==> config.mk <==
export PLATFORM = sky130hd
export DESIGN_NAME = bsf_flash_host
export DESIGN_NICKNAME = d
export VERILOG_FILES = /design/src/core/bsf_pkg.sv /design/src/core/bsf_cyc_if.sv /design/src/core/bsf_bus_cycle.sv /design/src/core/bsf_flash_host.sv
export SDC_FILE = /design/constraint.sdc
export NUM_CORES = 1
export LEC_CHECK = 0
export ABC_AREA = 1
export BUFFER_PORTS_ARGS = -buffer_cell sky130_fd_sc_hd__buf_2
export CAP_MARGIN = 20
export CORE_UTILIZATION = 40
export CTS_CLUSTER_DIAMETER = 50
export DETAILED_ROUTE_END_ITERATION = 7
export PLACE_DENSITY_LB_ADDON = 0.15
export SETUP_SLACK_MARGIN = 0.15
export SLEW_MARGIN = 30
export SYNTH_ARGS = -nofsm -noshare
export SYNTH_HDL_FRONTEND = slang
export SYNTH_HIERARCHICAL = 1
export SYNTH_SLANG_ARGS = --single-unit
==> constraint.sdc <==
create_clock -name sys_clk -period 4 [get_ports sys_clk]
set_clock_uncertainty 0.2 [all_clocks]
set_input_delay 0.8 -clock sys_clk [delete_from_list [all_inputs] [get_ports sys_clk]]
set_output_delay 0.8 -clock sys_clk [all_outputs]
set_load 0.01 [all_outputs]
==> src/core/bsf_pkg.sv <==
// Shared constants, command codes and types of the boot sector flash host controller
package bsf_pkg;

  // Clock and bus cycle timing
  localparam int CLK_PERIOD_NS    = 4;
  localparam int T_ACCESS_NS      = 120;
  localparam int T_WRITE_PULSE_NS = 50;
  localparam int T_RECOVER_NS     = 30;
  localparam int T_HW_RESET_NS    = 500;
  localparam int ACC_CYC   = (T_ACCESS_NS + CLK_PERIOD_NS - 1) / CLK_PERIOD_NS;
  localparam int WP_CYC    = (T_WRITE_PULSE_NS + CLK_PERIOD_NS - 1) / CLK_PERIOD_NS;
  localparam int REC_CYC   = (T_RECOVER_NS + CLK_PERIOD_NS - 1) / CLK_PERIOD_NS;
  localparam int RESET_CYC = (T_HW_RESET_NS + CLK_PERIOD_NS - 1) / CLK_PERIOD_NS;
  localparam int CNT_W     = 8;
  localparam int POLL_LIMIT_DEFAULT = 1000000;

  // Array geometry
  localparam int ADDR_W   = 19;
  localparam int DATA_W   = 16;
  localparam int NUM_SECT = 11;
  localparam logic [ADDR_W-1:0] SECT_BASE [NUM_SECT] = '{
    19'h00000, 19'h04000, 19'h06000, 19'h08000, 19'h10000, 19'h20000,
    19'h30000, 19'h40000, 19'h50000, 19'h60000, 19'h70000};

  // Unlock locations in word and byte mode
  localparam logic [ADDR_W-1:0] UNLOCK1_WORD = 19'h00555;
  localparam logic [ADDR_W-1:0] UNLOCK2_WORD = 19'h002aa;
  localparam logic [ADDR_W-1:0] UNLOCK1_BYTE = 19'h00aaa;
  localparam logic [ADDR_W-1:0] UNLOCK2_BYTE = 19'h00555;

  // Command codes
  localparam logic [DATA_W-1:0] CODE_UNLOCK1     = 16'h00aa;
  localparam logic [DATA_W-1:0] CODE_UNLOCK2     = 16'h0055;
  localparam logic [DATA_W-1:0] CODE_PROGRAM     = 16'h00a0;
  localparam logic [DATA_W-1:0] CODE_ERASE_SETUP = 16'h0080;
  localparam logic [DATA_W-1:0] CODE_CHIP_ERASE  = 16'h0010;
  localparam logic [DATA_W-1:0] CODE_SECT_ERASE  = 16'h0030;
  localparam logic [DATA_W-1:0] CODE_SUSPEND     = 16'h00b0;
  localparam logic [DATA_W-1:0] CODE_RESUME      = 16'h0030;
  localparam logic [DATA_W-1:0] CODE_BYPASS      = 16'h0020;
  localparam logic [DATA_W-1:0] CODE_BYPASS_EXIT = 16'h0090;
  localparam logic [DATA_W-1:0] CODE_EXIT_DATA   = 16'h0000;
  localparam logic [DATA_W-1:0] CODE_RESET       = 16'h00f0;

  // Status bit positions
  localparam int POLL_BIT   = 7;
  localparam int TOGGLE_BIT = 6;

  typedef enum logic [3:0] {
    OP_READ, OP_PROGRAM, OP_CHIP_ERASE, OP_SECTOR_ERASE, OP_SUSPEND,
    OP_RESUME, OP_BYPASS_ENTER, OP_BYPASS_EXIT, OP_RESET_CMD, OP_HW_RESET
  } bsf_op_type;

endpackage

==> src/core/bsf_cyc_if.sv <==
// Request and answer signals for one flash bus cycle
interface bsf_cyc_if;
  import bsf_pkg::*;
  logic              req;
  logic              wr;
  logic [ADDR_W-1:0] addr;
  logic [DATA_W-1:0] wdata;
  logic              done;
  logic [DATA_W-1:0] rdata;
  modport master (output req, output wr, output addr, output wdata,
                  input done, input rdata);
  modport slave  (input req, input wr, input addr, input wdata,
                  output done, output rdata);
endinterface

==> src/core/bsf_bus_cycle.sv <==
// Single asynchronous read or write cycle on the flash pins
module bsf_bus_cycle import bsf_pkg::*; (
  input  wire logic              sys_clk,
  input  wire logic              reset_n,
  bsf_cyc_if.slave               cyc,
  output logic                   chip_sel_n,
  output logic                   write_strobe_n,
  output logic                   output_drive_n,
  output logic [ADDR_W-1:0]      flash_addr,
  output logic [DATA_W-1:0]      data_lines_out,
  output logic                   data_lines_oe_n,
  input  wire logic [DATA_W-1:0] data_lines_in
);
  typedef enum logic [1:0] {CY_IDLE, CY_SETUP, CY_STROBE, CY_HOLD} bsf_cyc_state_type;

  bsf_cyc_state_type state, next_state;
  logic [CNT_W-1:0]  cnt, next_cnt;
  logic              next_ce_n, next_we_n, next_oe_n, next_d_oe_n, next_done;
  logic [ADDR_W-1:0] next_addr;
  logic [DATA_W-1:0] next_dout, next_rdata;

  // Next values; data is driven only in write cycles, so the pins never fight
  always_comb begin
    next_state  = state;
    next_cnt    = cnt;
    next_ce_n   = chip_sel_n;
    next_we_n   = write_strobe_n;
    next_oe_n   = output_drive_n;
    next_d_oe_n = data_lines_oe_n;
    next_addr   = flash_addr;
    next_dout   = data_lines_out;
    next_rdata  = cyc.rdata;
    next_done   = 1'b0;
    unique case (state)
      CY_IDLE: begin
        if (cyc.req) begin
          next_state  = CY_SETUP;
          next_addr   = cyc.addr;
          next_dout   = cyc.wdata;
          next_ce_n   = 1'b0;
          next_oe_n   = cyc.wr;
          next_d_oe_n = ~cyc.wr;
        end
      end
      CY_SETUP: begin
        next_state = CY_STROBE;
        next_we_n  = ~cyc.wr;
        next_cnt   = cyc.wr ? CNT_W'(WP_CYC - 1) : CNT_W'(ACC_CYC - 1);
      end
      CY_STROBE: begin
        if (cnt == '0) begin
          next_state = CY_HOLD;
          next_we_n  = 1'b1;
          next_oe_n  = 1'b1;
          next_rdata = data_lines_in;
          next_cnt   = CNT_W'(REC_CYC - 1);
        end else begin
          next_cnt = cnt - 1'b1;
        end
      end
      CY_HOLD: begin
        // Data stays driven one cycle past the strobe for hold time
        next_ce_n   = 1'b1;
        next_d_oe_n = 1'b1;
        if (cnt == '0) begin
          next_state = CY_IDLE;
          next_done  = 1'b1;
        end else begin
          next_cnt = cnt - 1'b1;
        end
      end
    endcase
  end

  // Registers
  always_ff @(posedge sys_clk) begin
    if (!reset_n) begin
      state           <= CY_IDLE;
      cnt             <= '0;
      chip_sel_n      <= 1'b1;
      write_strobe_n  <= 1'b1;
      output_drive_n  <= 1'b1;
      data_lines_oe_n <= 1'b1;
      flash_addr      <= '0;
      data_lines_out  <= '0;
      cyc.rdata       <= '0;
      cyc.done        <= 1'b0;
    end else begin
      state           <= next_state;
      cnt             <= next_cnt;
      chip_sel_n      <= next_ce_n;
      write_strobe_n  <= next_we_n;
      output_drive_n  <= next_oe_n;
      data_lines_oe_n <= next_d_oe_n;
      flash_addr      <= next_addr;
      data_lines_out  <= next_dout;
      cyc.rdata       <= next_rdata;
      cyc.done        <= next_done;
    end
  end
endmodule

==> src/core/bsf_flash_host.sv <==
// Host-side command sequencer for a boot sector parallel NOR flash
// Behaviour
// - Commands are plain write cycles carrying address and data.
// - In bypass mode a program takes two writes instead of four.
// - Completion is seen on ready/busy together with a steady toggle bit; the polling bit is not used.
// - The host may put the device in standby by its controls.
module bsf_flash_host import bsf_pkg::*; #(
  parameter int POLL_LIMIT = POLL_LIMIT_DEFAULT
) (
  input  wire logic                sys_clk,
  input  wire logic                reset_n,
  input  wire logic                cmd_valid,
  output logic                     cmd_ready,
  input  wire logic [3:0]          cmd_op,
  input  wire logic [ADDR_W-1:0]   cmd_addr,
  input  wire logic [DATA_W-1:0]   cmd_data,
  input  wire logic [NUM_SECT-1:0] cmd_sectors,
  input  wire logic                word_mode,
  input  wire logic [NUM_SECT-1:0] protect_mask,
  input  wire logic                temp_unprotect,
  output logic                     rsp_valid,
  output logic [DATA_W-1:0]        rsp_data,
  output logic                     rsp_error,
  output logic                     chip_sel_n,
  output logic                     write_strobe_n,
  output logic                     output_drive_n,
  output logic                     flash_reset_n,
  output logic                     flash_word_mode,
  output logic [ADDR_W-1:0]        flash_addr,
  output logic [DATA_W-1:0]        data_lines_out,
  output logic                     data_lines_oe_n,
  input  wire logic [DATA_W-1:0]   data_lines_in,
  input  wire logic                ready_busy_out
);
  typedef enum logic [2:0] {ST_IDLE, ST_SEQ, ST_POLL_A, ST_POLL_B, ST_RESP, ST_HWRESET}
    bsf_state_type;

  bsf_cyc_if cyc ();

  bsf_state_type      state, next_state;
  bsf_op_type         op, next_op;
  logic [ADDR_W-1:0]  loc, next_loc;
  logic [DATA_W-1:0]  wdata, next_wdata;
  logic [NUM_SECT-1:0] sect_left, next_sect_left;
  logic [NUM_SECT-1:0] erasing, next_erasing;
  logic               suspended, next_suspended;
  logic               bypass, next_bypass;
  logic [2:0]         step, next_step;
  logic               issued, next_issued;
  logic [DATA_W-1:0]  poll_prev, next_poll_prev;
  logic [31:0]        poll_cnt, next_poll_cnt;
  logic [CNT_W-1:0]   rst_cnt, next_rst_cnt;
  logic               next_cmd_ready, next_rsp_valid, next_rsp_error, next_rst_n, next_wmode;
  logic [DATA_W-1:0]  next_rsp_data;

  // Step table outputs
  logic [ADDR_W-1:0]  st_addr;
  logic [DATA_W-1:0]  st_data;
  logic               st_read, st_last, st_polled;
  logic [ADDR_W-1:0]  u1, u2;
  logic [NUM_SECT-1:0] low_bit;
  logic [NUM_SECT-1:0] req_sect;
  bsf_op_type         in_op;

  // Sector holding a location in the current bus mode
  function automatic logic [NUM_SECT-1:0] sect_of(input logic [ADDR_W-1:0] l,
                                                  input logic wm);
    logic [ADDR_W-1:0]   b;
    logic [NUM_SECT-1:0] s;
    b = wm ? {l[ADDR_W-2:0], 1'b0} : l;
    s = '0;
    for (int i = 0; i < NUM_SECT; i++) begin
      if (b >= SECT_BASE[i]) s = NUM_SECT'(1) << i;
    end
    return s;
  endfunction

  // Base location of a one-hot sector in the current bus mode
  function automatic logic [ADDR_W-1:0] base_of(input logic [NUM_SECT-1:0] s,
                                                input logic wm);
    logic [ADDR_W-1:0] b;
    b = '0;
    for (int i = 0; i < NUM_SECT; i++) begin
      if (s[i]) b = SECT_BASE[i];
    end
    return wm ? {1'b0, b[ADDR_W-1:1]} : b;
  endfunction

  assign u1      = flash_word_mode ? UNLOCK1_WORD : UNLOCK1_BYTE;
  assign u2      = flash_word_mode ? UNLOCK2_WORD : UNLOCK2_BYTE;
  assign low_bit = sect_left & (~sect_left + 1'b1);
  assign in_op   = bsf_op_type'(cmd_op);

  // Bus cycle, a read for OP_READ and a write otherwise, for the current step of the current operation
  always_comb begin
    st_addr   = u1;
    st_data   = CODE_UNLOCK1;
    st_read   = 1'b0;
    st_last   = 1'b0;
    st_polled = 1'b1;
    unique case (step)
      3'd1: begin
        st_addr = u2;
        st_data = CODE_UNLOCK2;
      end
      3'd2: st_data = CODE_ERASE_SETUP;
      3'd4: begin
        st_addr = u2;
        st_data = CODE_UNLOCK2;
      end
      default: ;
    endcase
    unique case (op)
      OP_READ: begin
        st_addr   = loc;
        st_read   = 1'b1;
        st_last   = 1'b1;
        st_polled = 1'b0;
      end
      OP_PROGRAM: begin
        if (step == 3'd2) st_data = CODE_PROGRAM;
        if (step == 3'd3) begin
          st_addr = loc;
          st_data = wdata;
          st_last = 1'b1;
        end
      end
      OP_CHIP_ERASE: begin
        if (step == 3'd5) begin
          st_data = CODE_CHIP_ERASE;
          st_last = 1'b1;
        end
      end
      OP_SECTOR_ERASE: begin
        if (step == 3'd5) begin
          st_addr = base_of(low_bit, flash_word_mode);
          st_data = CODE_SECT_ERASE;
          st_last = (sect_left == low_bit);
        end
      end
      OP_SUSPEND: begin
        st_data = CODE_SUSPEND;
        st_last = 1'b1;
      end
      OP_RESUME: begin
        st_data   = CODE_RESUME;
        st_last   = 1'b1;
        st_polled = 1'b0;
      end
      OP_BYPASS_ENTER: begin
        if (step == 3'd2) begin
          st_data   = CODE_BYPASS;
          st_last   = 1'b1;
          st_polled = 1'b0;
        end
      end
      OP_BYPASS_EXIT: begin
        st_data   = (step == 3'd0) ? CODE_BYPASS_EXIT : CODE_EXIT_DATA;
        st_last   = (step == 3'd1);
        st_polled = 1'b0;
      end
      OP_RESET_CMD: begin
        st_data   = CODE_RESET;
        st_last   = 1'b1;
        st_polled = 1'b0;
      end
      OP_HW_RESET: st_polled = 1'b0;
      default: ;  // A refused code may sit in op
    endcase
  end

  // Sectors a new request would touch
  always_comb begin
    unique case (in_op)
      OP_PROGRAM:      req_sect = sect_of(cmd_addr, word_mode);
      OP_SECTOR_ERASE: req_sect = cmd_sectors;
      OP_CHIP_ERASE:   req_sect = '1;
      default:         req_sect = '0;
    endcase
  end

  // Sequencer next values
  always_comb begin
    next_state     = state;
    next_op        = op;
    next_loc       = loc;
    next_wdata     = wdata;
    next_sect_left = sect_left;
    next_erasing   = erasing;
    next_suspended = suspended;
    next_bypass    = bypass;
    next_step      = step;
    next_issued    = 1'b0;
    next_poll_prev = poll_prev;
    next_poll_cnt  = poll_cnt;
    next_rst_cnt   = rst_cnt;
    next_rst_n     = 1'b1;
    next_wmode     = flash_word_mode;
    next_rsp_valid = 1'b0;
    next_rsp_error = rsp_error;
    next_rsp_data  = rsp_data;
    cyc.req        = 1'b0;
    cyc.wr         = ~st_read;
    cyc.addr       = st_addr;
    cyc.wdata      = flash_word_mode ? st_data : {8'h00, st_data[7:0]};
    unique case (state)
      ST_IDLE: begin
        // With no request the chip select stays high: standby and sleep for the device
        if (cmd_valid) begin
          next_op        = in_op;
          next_wmode     = word_mode;
          next_loc       = word_mode ? {1'b0, cmd_addr[ADDR_W-2:0]} : cmd_addr;
          next_wdata     = cmd_data;
          next_sect_left = cmd_sectors;
          next_step      = (in_op == OP_PROGRAM && bypass) ? 3'd2 : 3'd0;
          next_rsp_error = 1'b0;
          next_rsp_data  = '0;
          next_state     = ST_SEQ;
          if (in_op > OP_HW_RESET ||
              (in_op == OP_SECTOR_ERASE && cmd_sectors == '0) ||
              (bypass && in_op != OP_PROGRAM && in_op != OP_BYPASS_EXIT &&
               in_op != OP_HW_RESET && in_op != OP_READ) ||
              (suspended && in_op != OP_READ && in_op != OP_PROGRAM &&
               in_op != OP_RESUME && in_op != OP_HW_RESET)) begin
            next_rsp_error = 1'b1;
            next_state     = ST_RESP;
          end else if (|(req_sect & protect_mask) && !temp_unprotect) begin
            next_rsp_error = 1'b1;
            next_state     = ST_RESP;
          end else if (suspended && |(req_sect & erasing)) begin
            next_rsp_error = 1'b1;
            next_state     = ST_RESP;
          end else if (in_op == OP_HW_RESET) begin
            next_rst_cnt = CNT_W'(RESET_CYC - 1);
            next_state   = ST_HWRESET;
          end
        end
      end
      ST_SEQ: begin
        cyc.req     = ~issued & ~cyc.done;
        next_issued = (issued | cyc.req) & ~cyc.done;
        if (cyc.done) begin
          if (st_read) next_rsp_data = flash_word_mode ? cyc.rdata : {8'h00, cyc.rdata[7:0]};
          if (op == OP_SECTOR_ERASE && step == 3'd5) begin
            next_sect_left = sect_left & ~low_bit;
            next_erasing   = erasing | low_bit;
          end
          if (!st_last) begin
            if (!(op == OP_SECTOR_ERASE && step == 3'd5)) next_step = step + 1'b1;
          end else begin
            unique case (op)
              OP_BYPASS_ENTER: next_bypass = 1'b1;
              OP_BYPASS_EXIT:  next_bypass = 1'b0;
              OP_RESET_CMD:    next_suspended = 1'b0;
              OP_SUSPEND:      next_suspended = |erasing;
              OP_RESUME:       next_suspended = 1'b0;
              OP_CHIP_ERASE:   next_erasing = '1;
              default: ;
            endcase
            next_poll_cnt = '0;
            next_state    = st_polled ? ST_POLL_A : ST_RESP;
          end
        end
      end
      ST_POLL_A, ST_POLL_B: begin
        // Status reads; the toggle bit stops once the embedded algorithm ends
        cyc.req     = ~issued & ~cyc.done;
        cyc.wr      = 1'b0;
        cyc.addr    = loc;
        next_issued = (issued | cyc.req) & ~cyc.done;
        if (cyc.done) begin
          next_poll_prev = cyc.rdata;
          next_poll_cnt  = poll_cnt + 1;
          if (state == ST_POLL_B && ready_busy_out &&
              cyc.rdata[TOGGLE_BIT] == poll_prev[TOGGLE_BIT]) begin
            next_rsp_data = cyc.rdata;
            next_state    = ST_RESP;
            if (op != OP_SUSPEND && op != OP_PROGRAM) next_erasing = '0;
          end else if (poll_cnt >= 32'(POLL_LIMIT)) begin
            next_rsp_error = 1'b1;
            next_state     = ST_RESP;
          end else begin
            next_state = ST_POLL_B;
          end
        end
      end
      ST_RESP: begin
        next_rsp_valid = 1'b1;
        next_state     = ST_IDLE;
      end
      ST_HWRESET: begin
        next_rst_n     = 1'b0;
        next_bypass    = 1'b0;
        next_suspended = 1'b0;
        next_erasing   = '0;
        if (rst_cnt == '0) next_state = ST_RESP;
        else next_rst_cnt = rst_cnt - 1'b1;
      end
    endcase
    next_cmd_ready = (next_state == ST_IDLE);
  end

  // Registers
  always_ff @(posedge sys_clk) begin
    if (!reset_n) begin
      state           <= ST_IDLE;
      op              <= OP_READ;
      loc             <= '0;
      wdata           <= '0;
      sect_left       <= '0;
      erasing         <= '0;
      suspended       <= 1'b0;
      bypass          <= 1'b0;
      step            <= '0;
      issued          <= 1'b0;
      poll_prev       <= '0;
      poll_cnt        <= '0;
      rst_cnt         <= '0;
      cmd_ready       <= 1'b0;
      rsp_valid       <= 1'b0;
      rsp_error       <= 1'b0;
      rsp_data        <= '0;
      flash_reset_n   <= 1'b0;
      flash_word_mode <= 1'b1;
    end else begin
      state           <= next_state;
      op              <= next_op;
      loc             <= next_loc;
      wdata           <= next_wdata;
      sect_left       <= next_sect_left;
      erasing         <= next_erasing;
      suspended       <= next_suspended;
      bypass          <= next_bypass;
      step            <= next_step;
      issued          <= next_issued;
      poll_prev       <= next_poll_prev;
      poll_cnt        <= next_poll_cnt;
      rst_cnt         <= next_rst_cnt;
      cmd_ready       <= next_cmd_ready;
      rsp_valid       <= next_rsp_valid;
      rsp_error       <= next_rsp_error;
      rsp_data        <= next_rsp_data;
      flash_reset_n   <= next_rst_n;
      flash_word_mode <= next_wmode;
    end
  end

  bsf_bus_cycle u_cycle (
    .sys_clk         (sys_clk),
    .reset_n         (reset_n),
    .cyc             (cyc.slave),
    .chip_sel_n      (chip_sel_n),
    .write_strobe_n  (write_strobe_n),
    .output_drive_n  (output_drive_n),
    .flash_addr      (flash_addr),
    .data_lines_out  (data_lines_out),
    .data_lines_oe_n (data_lines_oe_n),
    .data_lines_in   (data_lines_in)
  );
endmodule

==> results by group, run 1 <==
Logic synthesis
  • FFs w/ async S/R, synth: 0%
  • Mapped Area: 10500 µm²
  • Area share of the largest cell type after synthesis: 37.7%
  • Post-synthesis sequential area ratio: 37.7%
  • Syn_nets: 1698
  • Top_reg_cell synth: dfxtp_1
  • Yosys warns: 6
  • Syn avg cell area: 6.58 µm²
  • Mapped Cells: 1600
  • Cell taking the most area after synthesis: dfxtp_1
  • Post-synth EDFFs: 0
  • Top cells by area, synth: dfxtp_1 (38%), nand2_1 (11%), nor2_1 (8.8%)
  • Synthesis-stage register bit count: 198
  • Distinct cells, synth: 49

STA
  • Unrepaired setup endpoints after global routing: no
  • Worst Hold Slack: 0.252 ns
  • Tightest Pin Transition: 0.817 ns
  • Period minus WS final: 3.40 ns
  • TNS Setup: 0 ns
  • Final setup viols: 0
  • Final period utilization: 85.1%
  • Slew Limit Fails: 0
  • Hold Vio Cnt, Final: 0
  • Relative slew slack: 45.4%
  • FMAX: 294 MHz

Die
  • Core Area: 25500 µm²
  • Starting Density: 41.3%
  • DIE AREA: 27000 µm²
  • Num rows: 58
  • # IOs: 143
  • Die Wd: 164 µm
  • Die height: 164 µm

GRT
  • Gr usage total: 22.9%
  • Met3 GRT Util: 3.38%
  • Global-route wire length before repair: 49600 µm
  • M2 GR Usage: 38.0%
  • Top Usage Layer GRT: met2
  • Initial antenna violation count: 1
  • Vias in the first global route: 9887
  • Met1 usage: 30.9%
  • Global route total overflow: 0
  • Largest net degree at the start of global routing: 68

Placed design
  • Port bufs: 142
  • DP Wirelength: 22400 µm
  • Placer Congestion: 0.919

Final layout
  • Syn-to-layout area delta: 14.5%
  • Reg area: 3960 µm²
  • Layout fillers: 2707
  • Final net count: 1808
  • Share of cells above drive strength 1: 13.9%
  • Diodes inserted: 0
  • Multi-input gate area: 5570 µm²

Routing
  • Vias: 10.6k
  • Initial drt markers: 848
  • Vias per cell: 5.19
  • Initial DRT Pass Iterations: 5
  • ANT nets after route: 0
  • DR DRC count: 0
  • WL final: 30600 µm
  • Routed WL per cell: 14.9 µm

Critical path
  • Required time of the worst setup path: 4.13 ns
  • Crit path from: step[0]
  • CP max FO: 33
  • Crit Path Class: flip-flop to flip-flop
  • FF-to-FF path depth: 12
  • RR Endpoint: poll_cnt[0]
  • R2R Setup Slk: 0.60 ns
  • Worst R2R Start: step[0]
  • Crit path capture type: flip-flop
  • Worst Path Arrival: 3.53 ns
  • Startpoint types: flip-flop
  • Crit path to: poll_cnt[0]

Clocking
  • Clock Tree Buf Depth: 2
  • CTS tree: built
  • Postcts setup bufs: 0
  • Sink Count: 198
  • Post_cts resized: 0
  • Clock transition at path regs: 0.07 ns
  • Total CTS buffers: 17
  • Hold_buf cts: 0
  • Clock Latency Late Sink: 0.44 ns
  • # H-tree levels: 4
  • Clock root buffer: clkbuf_16

Pwr
  • Total leakage power: 5.11 nW
  • Peak VDD IR: 0.259 mV
  • Power Density: 548 nW/µm²

Run
  • Max cap viols: 0

Run status
  • Status: finished, final reports clean

Hold path
  • Hold Path Class: flip-flop to flip-flop
[cells in the mapped netlist, types with 3 or more instances]
| cell type | count |
|---|---|
| dfxtp_1 | 198 |
| nor4_1 | 16 |
| nor2_2 | 15 |
| nor2_1 | 246 |
| xor2_1 | 18 |
| inv_1 | 169 |
| inv_2 | 12 |
| o31ai_1 | 4 |
| buf_2 | 12 |
| o21ai_0 | 164 |
| clkbuf_1 | 44 |
| nand2_1 | 305 |
| nor3_1 | 49 |
| o22ai_1 | 4 |
| nand2_4 | 3 |
| nand4_1 | 33 |
| o211ai_1 | 7 |
| a211oi_1 | 5 |
| nand2_2 | 7 |
| ha_1 | 15 |
| nand3_1 | 69 |
| a31oi_1 | 8 |
| xnor2_1 | 6 |
| a21oi_1 | 143 |
| buf_6 | 5 |
| o21ai_1 | 13 |
[cells in the final DEF, fill, tap and decap left out, types with 3 or more instances in the layout]
| master | Yosys | final |
|---|---|---|
| a211oi_1 | 5 | 5 |
| a21oi_1 | 143 | 143 |
| a31oi_1 | 8 | 8 |
| buf_2 | 12 | 141 |
| buf_4 | 1 | 14 |
| clkbuf_16 | 0 | 17 |
| clkinvlp_4 | 0 | 3 |
| dfxtp_1 | 198 | 198 |
| ha_1 | 15 | 15 |
| inv_1 | 169 | 169 |
| inv_2 | 12 | 12 |
| inv_8 | 0 | 6 |
| nand2_1 | 305 | 305 |
| nand2_2 | 7 | 7 |
| nand2_4 | 3 | 3 |
| nand3_1 | 69 | 69 |
| nand4_1 | 33 | 33 |
| nor2_1 | 246 | 244 |
| nor2_2 | 15 | 17 |
| nor3_1 | 49 | 49 |
| nor4_1 | 16 | 16 |
| o211ai_1 | 7 | 7 |
| o21ai_0 | 164 | 164 |
| o21ai_1 | 13 | 13 |
| o22ai_1 | 4 | 4 |
| o31ai_1 | 4 | 4 |
| xnor2_1 | 6 | 6 |
| xor2_1 | 18 | 18 |
[state kept, by name, summed over array words and instances, names as in the netlist, 2 cells and up]
name,cells
erasing,11
loc,19
op,4
poll_cnt,32
rsp_data,16
rst_cnt,8
sect_left,11
state,3
step,3
u_cycle/cnt,8
u_cycle/cyc.rdata,16
u_cycle/data_lines_out,16
u_cycle/flash_addr,19
u_cycle/state,2
wdata,16
[power breakdown]
part,leakage [nW],switching [mW],internal [mW]
clock,0.280,0.875,0.854
sequential,1.62,0.240,2.34
combinational,3.22,1.55,0.736
total,5.11,2.66,3.93
[how the worst min path moves through the flow]
stage              start        end  slack (ns)  depth (start not counted)
2_1_floorplan     loc[0]     loc[0]        0.22                          2
3_3_place_gp      loc[1]     loc[1]        0.23                          2
3_5_place_dp      loc[2]     loc[2]        0.24                          2
4_1_cts           loc[1]     loc[1]        0.25                          2
5_1_grt        wdata[15]  wdata[15]        0.27                          2
6_report          loc[1]     loc[1]        0.25                          2
[cell type report]
type / instances / share of cell area (%)
inverter: 183 / 5.74
sequential: 198 / 32.9
timing repair buffer: 155 / 6.73
clock inverter: 14 / 1.24
tap: 330 / 3.43
multi-input combinational: 1155 / 46.3
clock buffer: 18 / 3.65
[worst max-delay path, cell delays in order, from the launching register on]
cell and delay (ns):
dfxtp_1 0.34, ha_1 0.21, ha_1 0.23, nand2_1 0.39, o21ai_0 0.20, nor4_2 0.30, nand2_2 0.15, inv_2 0.09
nand2_4 0.05, nand2_4 0.28, clkinv_2 0.47, o21ai_0 0.30, nor2_1 0.07
[per-stage QoR]
step           cells  cell area (µm²)  utilization, %  total power [mW]  setup slack [ns]
2_1_floorplan   1600            10500               -              4.23              1.60
3_3_place_gp    2021            11500            45.0              4.87             0.664
3_5_place_dp    2021            11500            45.0              4.90             0.614
4_1_cts         2053            12000            47.3              6.63             0.598
5_1_grt         2053            12000            47.3              7.09             0.245
6_report        2053            12000            47.3              6.59             0.595
[routing by layer]
metal / up-vias / share of wire (%)
met5: - / 0.026
met4: 2 / 1.5
met3: 35 / 5.1
met2: 278 / 46
met1: 4867 / 47
li1: 5466 / -
[cell families (layout without fill, tap and decap cells)]
group / after synthesis / count (layout) / synth area share [%]
compound gates: 359 / 359 / 18.0
xor+xnor: 24 / 24 / 2.00
fa+ha+maj: 15 / 15 / 1.78
buf+inv: 247 / 370 / 9.38
flops: 198 / 198 / 37.7
simple gates: 757 / 757 / 31.2
Note: power is estimated with default switching activity, not from simulation.
==> inputs of run 2 (changes only) <==
- CTS_BUF_LIST: not set -> sky130_fd_sc_hd__clkbuf_2 sky130_fd_sc_hd__clkbuf_4 sky130_fd_sc_hd__clkbuf_8
==> run 2 against run 1 <==
Global-route usage about the same. Design area down 1.6%. Cell count unchanged. Clock-buffer cell count unchanged. Combinational power about the same. Wire length down 0.11%. Critical path depth unchanged. Highest routed layer unchanged. Largest power group unchanged. Setup slack worse by 0.016 ns. Hold slack better by 0.0022 ns. Largest cell class unchanged. Flip-flop and latch count unchanged. First-iteration DRC count up 1.2%. Non-clock buffer count unchanged.
==> results by group, run 2 (synthesis results as in run 1) <==
Routing
  • Vias per cell: 5.20 (+0.23%)
  • Initial DRT Pass Iterations: 7 (+2)
  • WL final: 30600 µm (-0.11%)
  • Initial drt markers: 858 (+1.2%)
  • ANT nets after route: 0 (unchanged)
  • Vias: 10.7k (+0.23%)
  • Routed WL per cell: 14.9 µm (-0.11%)
  • DR DRC count: 0 (unchanged)

Pwr
  • Comb pwr share: 37.0% (+2.4 points)
  • Switch Pwr: 2.61 mW (-2.1%)
  • Switch share: 42.3% (+1.9 points)
  • Power Density: 521 nW/µm² (-4.9%)
  • Peak VDD IR: 0.263 mV (+1.5%)
  • Register share of total power: 41.8% (+2.7 points)
  • Total leakage power: 5.02 nW (-1.7%)
  • Clock network power share: 21.2% (-5.0 points)
  • Internal power: 3.56 mW (-9.4%)

STA
  • Relative slew slack: 44.6% (-0.85 points)
  • TNS Setup: 0 ns (unchanged)
  • Hold Vio Cnt, Final: 0 (unchanged)
  • FMAX: 292 MHz (-0.46%)
  • Final setup viols: 0 (unchanged)
  • Slew Limit Fails: 0 (unchanged)
  • Period minus WS final: 3.42 ns (+0.0159 ns)
  • Final period utilization: 85.5% (+0.40 points)
  • Tightest Pin Transition: 0.830 ns (+0.0127 ns)
  • Unrepaired setup endpoints after global routing: no
  • Final WS setup: 0.580 ns (-0.0159 ns)

Clocking
  • Total CTS buffers: 17 (unchanged)
  • CTS tree: built
  • Clock Tree Buf Depth: 2 (unchanged)
  • Sink Count: 198 (unchanged)
  • Clock root buffer: clkbuf_8
  • Post_cts resized: 0 (unchanged)
  • Hold_buf cts: 0 (unchanged)
  • Clock Latency Late Sink: 0.48 ns (+0.04 ns)
  • # H-tree levels: 4 (unchanged)
  • Clock transition at path regs: 0.11 ns (+0.04 ns)
  • Postcts setup bufs: 0 (unchanged)

Critical path
  • Required time of the worst setup path: 4.16 ns (+0.03 ns)
  • Worst Path Arrival: 3.58 ns (+0.05 ns)
  • Startpoint types: flip-flop
  • Crit path max-delay family: simple AND/OR/NAND/NOR gates
  • CP max FO: 33 (unchanged)
  • Worst-path cell chain: ha_1, ha_1, nand2_1, o21ai_0, nor4_2, nand2_2, inv_2, nand2_4, nand2_4, clkinv_2, o21ai_0, nor2_1
  • Crit path capture type: flip-flop
  • Slowest cell delay on critical path: 0.48 ns (about the same)
  • Cell with the largest stage delay on the worst path: clkinv_2
  • Crit Path Class: flip-flop to flip-flop
  • Worst path bufs/invs: 2 (unchanged)

Final layout
  • Largest register FFs: 32 (unchanged)
  • Post-layout util: 46.5% (-0.75 points)
  • Most frequent cells in the layout: nand2_1 (305), nor2_1 (244), dfxtp_1 (198)
  • Non-Filler Instances: 2053 (unchanged)
  • Diodes inserted: 0 (unchanged)
  • Commonest non-fill, non-tap cell in the layout: nand2_1
  • Share of cells above drive strength 1: 13.9% (unchanged)
  • Final net count: 1808 (unchanged)
  • Syn-to-layout area delta: 12.6%
  • Largest Register: poll_cnt
  • Top Registers: poll_cnt x32, loc x19, u_cycle/flash_addr x19
  • Finished layout cell area: 11800 µm² (-1.6%)

Placed design
  • DP Area: 11500 µm² (unchanged)
  • Placed Instances: 2021 (unchanged)
  • DP Wirelength: 22400 µm (unchanged)
  • Placer Congestion: 0.919 (unchanged)
  • Placement Setup Slack: 0.614 ns (unchanged)
  • Port bufs: 142 (unchanged)

Run
  • Max cap viols: 0 (unchanged)

GRT
  • Gr usage total: 22.9% (-0.049 points)
  • Initial antenna violation count: 1 (unchanged)
  • Global route total overflow: 0 (unchanged)
  • Vias in the first global route: 9860 (-0.27%)
  • Largest net degree at the start of global routing: 68 (unchanged)
  • Global-route wire length before repair: 49400 µm (-0.38%)

Die
  • # IOs: 143 (unchanged)
  • DIE AREA: 27000 µm² (unchanged)
  • Die height: 164 µm (unchanged)
  • Starting Density: 41.3% (unchanged)
  • Core Area: 25500 µm² (unchanged)
  • Die Wd: 164 µm (unchanged)
  • Num rows: 58 (unchanged)

Hold path
  • Hold Path Class: flip-flop to flip-flop

Run status
  • Status: finished, final reports clean
## run 2: power groups by stage
stage	combinational [mW]	clock [mW]	sequential (mW)
finish	2.28	1.31	2.58
global route	2.61	1.42	2.63
CTS	2.28	1.35	2.58
detailed placement	2.27	0	2.63
global placement	2.25	0	2.62
floorplan	1.60	0	2.63
## run 2: through the flow
| stage | total power [mW] | hold slack (ns) |
|---|---|---|
| finish | 6.17 | 0.254 |
| global route | 6.66 | 0.272 |
| CTS | 6.21 | 0.256 |
| detailed placement | 4.90 | 0.241 |
| global placement | 4.87 | 0.234 |
| floorplan | 4.23 | 0.225 |
## run 2: cell type report
type                       instances  area (µm²)
clock buffer                      18         248
clock inverter                    14         149
fill                            2737       13600
inverter                         183         691
multi-input combinational       1155        5570
sequential                       198        3960
tap                              330         413
timing repair buffer             155         811
## run 2: routing by layer
layer  part of all wire [%]  GRT usage [%]
met1                     47           30.7
met2                     46           37.9
met4                    1.4           6.40
met3                    5.1           3.36
met5                  0.026              0
## run 2: worst reg2reg max path, stage by stage, from the launching register on
cell and delay [ns]:
dfxtp_1 0.35, ha_1 0.21, ha_1 0.23, nand2_1 0.38, o21ai_0 0.20, nor4_2 0.29, nand2_2 0.15, inv_2 0.09
nand2_4 0.05, nand2_4 0.29, clkinv_2 0.49, o21ai_0 0.32, nor2_1 0.07
## run 2: final timing paths
check / startpoint / end / slack, ns / cells after the start
setup / recovery: step[0] / poll_cnt[0] / 0.58 / 12
hold / removal: loc[2] / loc[2] / 0.25 / 2
setup reg to reg: step[0] / poll_cnt[0] / 0.58 / 12
hold reg to reg: loc[2] / loc[2] / 0.25 / 2
